<file path="src/rtl/cmc_map.vh">
`ifndef CMC_MAP_VH
`define CMC_MAP_VH
// ==========================================
// register byte offsets
`define CMC_SYS_OFS 6'h00
`define CMC_OSC_OFS 6'h04
`define CMC_STB_OFS 6'h08
`define CMC_PLL_OFS 6'h0C
`define CMC_GTA_OFS 6'h20
`define CMC_GTB_OFS 6'h24
`define CMC_KEY_OFS 6'h3C
`define CMC_CTL_OFS 6'h30
// ==========================================
// writable masks and reset values
`define CMC_SYS_MASK 32'h0013_1707
`define CMC_SYS_RST 32'h0001_0000
`define CMC_OSC_MASK 32'hFFFF_058B
`define CMC_OSC_RST 32'h8000_000A
`define CMC_STB_MASK 32'h0002_0007
`define CMC_STB_RST 32'h0000_0003
`define CMC_PLL_MASK 32'h0003_FFFE
`define CMC_PLL_RST 32'h0000_0000
`define CMC_GTA_MASK 32'hF81F_E7FF
`define CMC_GTB_MASK 32'hF7FE_7C0F
`define CMC_KEY_OPEN 8'hC1
`define CMC_CTL_MASK 32'h0000_0001
// stop-mode return restores these bits
`define CMC_OSC_WAKE_MASK 32'h0003_0103
`define CMC_PLL_WAKE_MASK 32'h0003_0000
// ==========================================
// field positions
`define CMC_ADC_STOP 20
`define CMC_CKO_HI 17
`define CMC_CKO_LO 16
`define CMC_PSRC 12
`define CMC_PRE_HI 10
`define CMC_PRE_LO 8
`define CMC_GEAR_HI 2
`define CMC_GEAR_LO 0
`define CMC_WUP_HI 31
`define CMC_WUP_LO 20
`define CMC_WUPL_HI 19
`define CMC_WUPL_LO 18
`define CMC_WOSC 17
`define CMC_WSPD 16
`define CMC_WFLAG 15
`define CMC_WSTART 14
`define CMC_EXT_TYPE 10
`define CMC_OSC_USE 9
`define CMC_OSC_SEL 8
`define CMC_DRIVE 7
`define CMC_SLOW_EN 3
`define CMC_IFAST_EN 1
`define CMC_EFAST_USE 0
`define CMC_HOLD 17
`define CMC_MODE_HI 2
`define CMC_MODE_LO 0
`define CMC_MUL_USE 18
`define CMC_MUL_SEL 17
`define CMC_MUL_EN 16
`define CMC_WAKE 0
`define CMC_SET_HI 15
`define CMC_SET_LO 1
`define CMC_KEY_HI 7
`define CMC_KEY_LO 0
// ==========================================
// codes and constants
`define CMC_MODE_HALT1 3'h1
`define CMC_MODE_IDLE 3'h3
`define CMC_MODE_HALT2 3'h5
`define CMC_SWITCH_CYC 4'h8
`define CMC_CNT_W 16
`define CMC_DIV_W 6
`endif

</file>
<file path="src/rtl/cmc_divider.v">
`timescale 1ns/1ps
// ==========================================
// free-running divider; tap k is clk/2^(k+1)
module cmc_divider (
    input wire clk_i,
    input wire rst_i,
    output reg [5:0] tap_o
);
    always @(posedge clk_i) begin
        if (rst_i) begin
            tap_o <= 6'h00;
        end else begin
            tap_o <= tap_o + 6'h01;
        end
    end
endmodule

</file>
<file path="src/rtl/cmc_top.v">
// Our own choice: the Wishbone interface to the registers.
`timescale 1ns/1ps
`include "cmc_map.vh"
// What this block does
// converter clock stop bit gates its clock
// clock output select routes four sources
// peripheral source: geared or undivided clock
// prescaler divides peripheral clock by 1..32
// gear divides fast clock by 1..16
// warm-up counter high twelve bits loaded
// low two bits used when counting slow
// warm-up clock chosen by two bits; the counter here always counts cnt_tick_i
// warm-up flag reads one while counting
// warm-up start write-one, reads zero
// software sets source type before select
// oscillator select with in-use status
// slow external oscillator enable, resets one
// internal fast enable, external fast used
// stop-mode return restores selected bits
// slow oscillator drive bit, resets zero
// port hold freezes I/O on rising set
// standby mode field, resets to idle
// multiplier select with in-use status
// multiplier enable, resets zero
// software loads only listed multiplier codes
// gate bits stop peripheral clocks when one
// protect key 0xC1 enables other writes
// software sets gate only after stop
// reserved bits ignore writes, read zero
// source switches settle before status updates
module cmc_top (
    input wire clk_i,
    input wire rst_i,
    input wire wb_cyc_i,
    input wire wb_stb_i,
    input wire wb_we_i,
    input wire [5:0] wb_adr_i,
    input wire [3:0] wb_sel_i,
    input wire [31:0] wb_dat_i,
    input wire stop_wake_i,
    input wire cnt_tick_i,
    output reg [31:0] wb_dat_o,
    output reg wb_ack_o,
    output reg adc_clk_en_o,
    output reg clock_out_pin_o,
    output reg [5:0] pclk_div_o,
    output reg [4:0] gear_div_o,
    output reg pclk_from_fast_o,
    output reg ifast_osc_run_o,
    output reg efast_used_o,
    output reg slow_osc_run_o,
    output reg slow_osc_drive_o,
    output reg ext_crystal_o,
    output reg fast_src_ext_o,
    output reg mul_run_o,
    output reg mul_src_o,
    output reg [14:0] mul_setting_o,
    output reg port_hold_o,
    output reg [2:0] standby_mode_o,
    output reg [31:0] gate_a_o,
    output reg [31:0] gate_b_o
);
    // ==========================================
    // registers
    reg [31:0] sys_q;
    reg [31:0] osc_q;
    reg [31:0] stb_q;
    reg [31:0] pll_q;
    reg [31:0] gta_q;
    reg [31:0] gtb_q;
    reg [7:0] key_q;
    reg [31:0] ctl_q;
    reg osc_use_q;
    reg mul_use_q;
    reg [3:0] osc_cnt_q;
    reg [3:0] mul_cnt_q;
    reg [15:0] wup_cnt_q;
    reg wup_run_q;
    reg hold_prev_q;
    reg wake_s1_q;
    reg wake_s2_q;
    reg wake_s3_q;
    reg tick_s1_q;
    reg tick_s2_q;
    wire [5:0] tap;
    wire req = wb_cyc_i & wb_stb_i & ~wb_ack_o;
    wire wr = req & wb_we_i;
    wire [31:0] bmask = {{8{wb_sel_i[3]}}, {8{wb_sel_i[2]}},
                         {8{wb_sel_i[1]}}, {8{wb_sel_i[0]}}};
    // protect key gate
    // key gates writes
    wire open_w = (key_q == `CMC_KEY_OPEN);
    wire wake_ev = wake_s2_q & ~wake_s3_q;

    cmc_divider u_div (
        .clk_i(clk_i),
        .rst_i(rst_i),
        .tap_o(tap)
    );

    function [31:0] merge;
        input [31:0] old;
        input [31:0] wmask;
        input [31:0] data;
        input [31:0] sel;
        begin
            // reserved bits dropped
            merge = (old & ~(wmask & sel)) | (data & wmask & sel);
        end
    endfunction

    // ==========================================
    // input synchronisers
    always @(posedge clk_i) begin
        if (rst_i) begin
            wake_s1_q <= 1'b0;
            wake_s2_q <= 1'b0;
            wake_s3_q <= 1'b0;
            tick_s1_q <= 1'b0;
            tick_s2_q <= 1'b0;
        end else begin
            wake_s1_q <= stop_wake_i;
            wake_s2_q <= wake_s1_q;
            wake_s3_q <= wake_s2_q;
            tick_s1_q <= cnt_tick_i;
            tick_s2_q <= tick_s1_q;
        end
    end

    // ==========================================
    // register writes
    always @(posedge clk_i) begin
        if (rst_i) begin
            sys_q <= `CMC_SYS_RST;
            osc_q <= `CMC_OSC_RST;
            stb_q <= `CMC_STB_RST;
            pll_q <= `CMC_PLL_RST;
            gta_q <= 32'h0000_0000;
            gtb_q <= 32'h0000_0000;
            key_q <= `CMC_KEY_OPEN;
            ctl_q <= 32'h0000_0000;
        end else begin
            if (wr && wb_adr_i == `CMC_KEY_OFS && wb_sel_i[0]) begin
                key_q <= wb_dat_i[`CMC_KEY_HI:`CMC_KEY_LO];
            end
            if (wr && open_w) begin
                case (wb_adr_i)
                    `CMC_SYS_OFS: begin
                        sys_q <= merge(sys_q, `CMC_SYS_MASK, wb_dat_i, bmask);
                    end
                    `CMC_STB_OFS: begin
                        // mode field stored
                        stb_q <= merge(stb_q, `CMC_STB_MASK, wb_dat_i, bmask);
                    end
                    `CMC_GTA_OFS: begin
                        // gate bits stored
                        gta_q <= merge(gta_q, `CMC_GTA_MASK, wb_dat_i, bmask);
                    end
                    `CMC_GTB_OFS: begin
                        gtb_q <= merge(gtb_q, `CMC_GTB_MASK, wb_dat_i, bmask);
                    end
                    `CMC_CTL_OFS: begin
                        ctl_q <= merge(ctl_q, `CMC_CTL_MASK, wb_dat_i, bmask);
                    end
                    default: begin
                    end
                endcase
            end
            // stop return restore
            if (wake_ev) begin
                osc_q <= (osc_q & ~`CMC_OSC_WAKE_MASK) | (`CMC_OSC_RST & `CMC_OSC_WAKE_MASK);
                pll_q <= (pll_q & ~`CMC_PLL_WAKE_MASK) | (`CMC_PLL_RST & `CMC_PLL_WAKE_MASK);
            end else if (wr && open_w && wb_adr_i == `CMC_OSC_OFS) begin
                // select stored; R13 R14 R16 enables stored
                osc_q <= merge(osc_q, `CMC_OSC_MASK, wb_dat_i, bmask);
            end else if (wr && open_w && wb_adr_i == `CMC_PLL_OFS) begin
                // enable stored; R21 setting stored
                pll_q <= merge(pll_q, `CMC_PLL_MASK, wb_dat_i, bmask);
            end
        end
    end

    // ==========================================
    // glitch-free source switch status
    always @(posedge clk_i) begin
        if (rst_i) begin
            osc_use_q <= 1'b0;
            mul_use_q <= 1'b0;
            osc_cnt_q <= 4'h0;
            mul_cnt_q <= 4'h0;
        end else begin
            // settle before status; R12 status follows request
            if (osc_use_q == osc_q[`CMC_OSC_SEL]) begin
                osc_cnt_q <= 4'h0;
            end else if (osc_cnt_q == `CMC_SWITCH_CYC) begin
                osc_use_q <= osc_q[`CMC_OSC_SEL];
                osc_cnt_q <= 4'h0;
            end else begin
                osc_cnt_q <= osc_cnt_q + 4'h1;
            end
            // multiplier status follows request
            if (mul_use_q == pll_q[`CMC_MUL_SEL]) begin
                mul_cnt_q <= 4'h0;
            end else if (mul_cnt_q == `CMC_SWITCH_CYC) begin
                mul_use_q <= pll_q[`CMC_MUL_SEL];
                mul_cnt_q <= 4'h0;
            end else begin
                mul_cnt_q <= mul_cnt_q + 4'h1;
            end
        end
    end

    // ==========================================
    // warm-up counter
    wire wup_go = wr && open_w && wb_adr_i == `CMC_OSC_OFS && wb_sel_i[1]
                  && wb_dat_i[`CMC_WSTART];
    wire slow_cnt = osc_q[`CMC_WSPD];
    always @(posedge clk_i) begin
        if (rst_i) begin
            wup_cnt_q <= 16'h0000;
            wup_run_q <= 1'b0;
        end else if (wup_go) begin
            // start on write one
            // high part; R07 low part when slow
            wup_run_q <= 1'b1;
            wup_cnt_q <= {osc_q[`CMC_WUP_HI:`CMC_WUP_LO],
                          (slow_cnt ? osc_q[`CMC_WUPL_HI:`CMC_WUPL_LO] : 2'b00), 2'b00};
        end else if (wup_run_q && tick_s2_q) begin
            // counts synchronised cnt_tick_i tick
            if (wup_cnt_q == 16'h0000) begin
                wup_run_q <= 1'b0;
            end else begin
                wup_cnt_q <= wup_cnt_q - 16'h0001;
            end
        end
    end

    // ==========================================
    // bus read and ack
    reg [31:0] rd_d;
    always @* begin
        rd_d = 32'h0000_0000;
        case (wb_adr_i)
            `CMC_SYS_OFS: rd_d = sys_q;
            `CMC_OSC_OFS: begin
                // flag; R10 start reads zero
                rd_d = osc_q & ~(32'h1 << `CMC_WSTART);
                rd_d[`CMC_WFLAG] = wup_run_q;
                rd_d[`CMC_OSC_USE] = osc_use_q;
            end
            `CMC_STB_OFS: rd_d = stb_q;
            `CMC_PLL_OFS: begin
                rd_d = pll_q;
                rd_d[`CMC_MUL_USE] = mul_use_q;
            end
            `CMC_GTA_OFS: rd_d = gta_q;
            `CMC_GTB_OFS: rd_d = gtb_q;
            `CMC_KEY_OFS: rd_d = {24'h000000, key_q};
            `CMC_CTL_OFS: rd_d = ctl_q;
            default: rd_d = 32'h0000_0000;
        endcase
    end

    always @(posedge clk_i) begin
        if (rst_i) begin
            wb_ack_o <= 1'b0;
            wb_dat_o <= 32'h0000_0000;
        end else begin
            wb_ack_o <= req;
            wb_dat_o <= req ? rd_d : 32'h0000_0000;
        end
    end

    // ==========================================
    // clock control outputs
    wire [1:0] cko = sys_q[`CMC_CKO_HI:`CMC_CKO_LO];
    wire [2:0] gear = sys_q[`CMC_GEAR_HI:`CMC_GEAR_LO];
    wire [2:0] pre = sys_q[`CMC_PRE_HI:`CMC_PRE_LO];
    reg cko_d;
    reg [4:0] gear_d;
    reg [5:0] pre_d;
    always @* begin
        // clock output routing
        case (cko)
            2'h0: cko_d = tick_s2_q;
            2'h1: cko_d = tap[2];
            2'h2: cko_d = tap[1];
            2'h3: cko_d = tap[0];
            default: cko_d = 1'b0;
        endcase
        // gear one-hot divide
        case (gear)
            3'h4: gear_d = 5'h02;
            3'h5: gear_d = 5'h04;
            3'h6: gear_d = 5'h08;
            3'h7: gear_d = 5'h10;
            default: gear_d = 5'h01;
        endcase
        // prescaler one-hot divide
        case (pre)
            3'h0: pre_d = 6'h01;
            3'h1: pre_d = 6'h02;
            3'h2: pre_d = 6'h04;
            3'h3: pre_d = 6'h08;
            3'h4: pre_d = 6'h10;
            3'h5: pre_d = 6'h20;
            default: pre_d = 6'h01;
        endcase
    end

    always @(posedge clk_i) begin
        if (rst_i) begin
            adc_clk_en_o <= 1'b1;
            clock_out_pin_o <= 1'b0;
            pclk_div_o <= 6'h01;
            gear_div_o <= 5'h01;
            pclk_from_fast_o <= 1'b0;
            ifast_osc_run_o <= 1'b1;
            efast_used_o <= 1'b0;
            slow_osc_run_o <= 1'b1;
            slow_osc_drive_o <= 1'b0;
            ext_crystal_o <= 1'b0;
            fast_src_ext_o <= 1'b0;
            mul_run_o <= 1'b0;
            mul_src_o <= 1'b0;
            mul_setting_o <= 15'h0000;
            port_hold_o <= 1'b0;
            hold_prev_q <= 1'b0;
            standby_mode_o <= `CMC_MODE_IDLE;
            gate_a_o <= 32'h0000_0000;
            gate_b_o <= 32'h0000_0000;
        end else begin
            // converter clock gate
            adc_clk_en_o <= ~sys_q[`CMC_ADC_STOP];
            clock_out_pin_o <= cko_d;
            pclk_div_o <= pre_d;
            gear_div_o <= gear_d;
            // peripheral source select
            pclk_from_fast_o <= sys_q[`CMC_PSRC];
            // fast oscillator controls
            ifast_osc_run_o <= osc_q[`CMC_IFAST_EN];
            efast_used_o <= osc_q[`CMC_EFAST_USE];
            // slow oscillator run
            slow_osc_run_o <= osc_q[`CMC_SLOW_EN];
            // slow drive
            slow_osc_drive_o <= osc_q[`CMC_DRIVE];
            ext_crystal_o <= osc_q[`CMC_EXT_TYPE];
            fast_src_ext_o <= osc_use_q;
            // multiplier run
            mul_run_o <= pll_q[`CMC_MUL_EN];
            mul_src_o <= mul_use_q;
            mul_setting_o <= pll_q[`CMC_SET_HI:`CMC_SET_LO];
            // hold on rising set
            hold_prev_q <= stb_q[`CMC_HOLD];
            if (!stb_q[`CMC_HOLD]) begin
                port_hold_o <= 1'b0;
            end else if (!hold_prev_q && stb_q[`CMC_MODE_HI:`CMC_MODE_LO] == `CMC_MODE_HALT2) begin
                port_hold_o <= 1'b1;
            end else if (!hold_prev_q) begin
                port_hold_o <= 1'b1;
            end
            standby_mode_o <= stb_q[`CMC_MODE_HI:`CMC_MODE_LO];
            gate_a_o <= gta_q;
            gate_b_o <= gtb_q;
        end
    end
endmodule

</file>
<file path="config.mk">
export PLATFORM = sky130hd
export DESIGN_NAME = cmc_top
export DESIGN_NICKNAME = d
export VERILOG_FILES = /design/src/rtl/cmc_divider.v /design/src/rtl/cmc_top.v
export VERILOG_INCLUDE_DIRS = /design/src /design/src/rtl
export SDC_FILE = /design/constraint.sdc
export NUM_CORES = 1
export LEC_CHECK = 0
export BUFFER_PORTS_ARGS = -buffer_cell sky130_fd_sc_hd__buf_4
export CORE_MARGIN = 1
export CORE_UTILIZATION = 49
export DETAILED_ROUTE_END_ITERATION = 8
export GPL_TIMING_DRIVEN = 0
export PLACE_DENSITY = 0.75
export SLEW_MARGIN = 20
export SYNTH_ARGS = -nofsm -noshare
export SYNTH_HDL_FRONTEND = slang
export SYNTH_SLANG_ARGS = --single-unit
</file>
<file path="constraint.sdc">
create_clock -name clk_i -period 1.79 [get_ports clk_i]
set_input_delay 0.0895 -clock clk_i [delete_from_list [all_inputs] [get_ports clk_i]]
set_output_delay 0.0895 -clock clk_i [all_outputs]
set_load 0.1 [all_outputs]
</file>
==> metrics.cfg <==
[power]
p_int_w = 0.0102
power.share.switching = 0.216
leakagePower_nw = 5.31
switchingPower_w = 0.00280
comb_power_share = 0.054
clkPwrFrac = 0.489
ir_drop_v = 0.000778
power_w = 0.0130
seq_power_share = 0.457
power_density_mw_per_mm2 = 971

[critical_path]
crit_required_ns = 2.21
cp_max_fo = 10
crit_type = reg2reg
cp-start-kind = flip-flop
path_cells = nor3_1 -> o311ai_2 -> clkbuf_2 -> a21oi_1
crit_slowest_cell = nor3_1
reg2reg_depth = 4
cp-end-kind = flip-flop
arrival_ns = 2.31
max_stage_delay_ns = 0.47

[clock_tree]
h-tree-depth = 1
root_buffer = clkbuf_16
numCtsBuffers = 26
cts_sinks = 266
insertion_delay_ns = 0.54
tritoncts = built
path_clk_slew_ns = 0.06
clockBufferDepth = 3

[finish]
diodes = 0
drive_above_1_share = 0.270
fin_nets = 1338
area_delta_synth_final_pct = 37.3
postLayoutCellArea_mm2 = 0.0134

[floorplanning]
chipHeight_um = 143
initial_core_util = 0.500
dieWidth_um = 143
core_region_area_mm2 = 0.0195
ioPinCount = 187
die-area_mm2 = 0.0204
std_cell_rows = 51

[run_status]
violations = setup timing
status = finished with violations

[sta]
worst_slack_ns = -0.106
skew_ns = 0.0196
timing.fmax_mhz = 527
finalCritPeriodShare = 1.06
setup_violations = 55
fin_crit_ns = 1.90
finalHoldViolations = 0
slew_viol_final = 0
maxSlewHeadroom = 0.268
fin_setup_tns_ns = -1.76
worst-slew-pin-transition_ns = 1.09
rsz0062_at_grt = yes

[synthesis]
synth_cell_types = 61
netlist.area_leader.share = 0.547
yosysMostFrequentCell = dfxtp_1
avgSynthCellArea_um2 = 9.67
yosys_register_bits = 266
yosys-top-cells-count = dfxtp_1 (266), nor2_1 (106), nand2_1 (90)
synth-edff-count = 0
yosysTopAreaCell = dfxtp_1
synth_ff_type = dfxtp_1
yosysWarnings = 0
ys_async_sr_fraction = 0
syn_inst = 1007
seq_area_frac_synth = 0.547
syn-cell-area_mm2 = 0.00974
ys_top_cells_by_area = dfxtp_1 (55%), nor2b_1 (5.4%), mux2i_1 (5.3%)

[detailed_routing]
drt_first_pass_iters = 5
vias = 8610
drt.antenna.violating_nets = 0
drt_iter0_markers = 881
drt_wl_total_um = 29800
viasPerCell = 5.49
wl_per_cell_um = 19.0
drc = 0

[hold_path]
hp-class = in2reg
whs_path_depth = 4

[global_route]
grt_pass1_wl_um = 44500
grt_pass1_vias = 8078
use_met1 = 0.381
use_met3 = 0.0577
antenna_found_initial = 0
grt_busiest_layer = met2
global_route.usage.met2 = 0.455
overflow = 0
grt_max_degree = 16
grt_usage = 0.286

[placement]
portBuffers = 168
gp_congestion = 0.930
place_hpwl_um = 20400
post_dp_cell_area_mm2 = 0.0115

[job]
drv_cap = 0

-- power by group through the flow --
stage               logic [W]  clock network, W  registers [W]
finish               0.000698           0.00635        0.00594
detailed placement   0.000575                 0        0.00607
CTS                  0.000660           0.00637        0.00594
global placement     0.000572                 0        0.00607
global route         0.000723           0.00664        0.00594
floorplan            0.000335                 0        0.00609
-- through the flow --
| step | cells | hold WS [ns] | setup WS, ns | util |
|---|---|---|---|---|
| after floorplan | 1023 | 0.167 | -0.150 | - |
| final | 1567 | 0.00674 | -0.106 | 0.687 |
| after detailed placement | 1456 | 0.306 | -0.873 | 0.588 |
| after global routing | 1567 | 0.0255 | -0.193 | 0.687 |
| after global placement | 1456 | 0.300 | -0.906 | 0.588 |
| after CTS | 1556 | 0.00532 | -0.0949 | 0.673 |
-- cells by family (layout without fill, tap and decap cells) --
logic type | Yosys count | count (layout) | synth area share
buffers and inverters | 90 | 369 | 0.0429
multiplexers | 57 | 57 | 0.0604
adder cells (fa/ha/maj) | 6 | 6 | 0.00771
AND/OR/NAND/NOR | 372 | 372 | 0.203
other | 1 | 17 | 0.000385
XOR/XNOR | 15 | 15 | 0.0135
AO/OA/AOI/OAI | 200 | 200 | 0.126
flip-flops | 266 | 266 | 0.547
-- critical path: cells and delay by family, from the launching register on --
kind / cells / cell delay [ns]
AO/OA/AOI/OAI: 2 / 0.62
AND/OR/NAND/NOR: 1 / 0.47
flip-flops: 1 / 0.34
buffers and inverters: 1 / 0.33
-- layer usage --
metal | wire, um | share of wire
met1 | 12200 | 0.41
met2 | 13600 | 0.46
met3 | 3000 | 0.10
met4 | 968 | 0.033
met5 | 0 | 0
-- cell usage in the layout (no fill, tap or decap), types with 14 or more instances in the layout --
master / synthesis / routed
dlygate4sd3_1: 0 / 40
nand2_1: 90 / 89
buf_4: 17 / 207
a22oi_1: 23 / 23
mux2i_1: 52 / 50
dfxtp_1: 266 / 263
o21ai_0: 54 / 34
a21oi_1: 80 / 80
a222oi_1: 14 / 14
nor2_1: 106 / 95
nor2b_1: 84 / 84
conb_1: 1 / 17
clkbuf_1: 52 / 33
clkbuf_16: 0 / 27
-- path summary, 6_finish.rpt --
path,startpoint,to,slack (ns)
setup reg to reg,wb_ack_o,wb_dat_o[16],-0.11
hold reg to reg,hold_prev_q,port_hold_o,0.42
hold / removal,wb_adr_i[5],flip-flop,0.007
setup / recovery,wb_ack_o,wb_dat_o[16],-0.11
-- final cells by class --
| class | count | area (um^2) |
|---|---|---|
| clock buffers | 32 | 724 |
| flip-flops and latches | 266 | 5330 |
| plain buffers | 76 | 450 |
| repair buffers | 235 | 1910 |
| well taps | 265 | 332 |
| inverters | 11 | 41.3 |
| multi-input cells | 667 | 4300 |
| fillers | 1470 | 6090 |
| clock inverters | 15 | 283 |
-- repair_timing --
action                                  4_1_cts  5_1_grt
resized for setup                            34       81
hold buffers                                 40        0
endpoints found under the setup margin      136      133
hold endpoints to repair                    115        0
pin swaps                                    12       10
setup buffers                                14       13
Power figures use the tool's default switching activity.
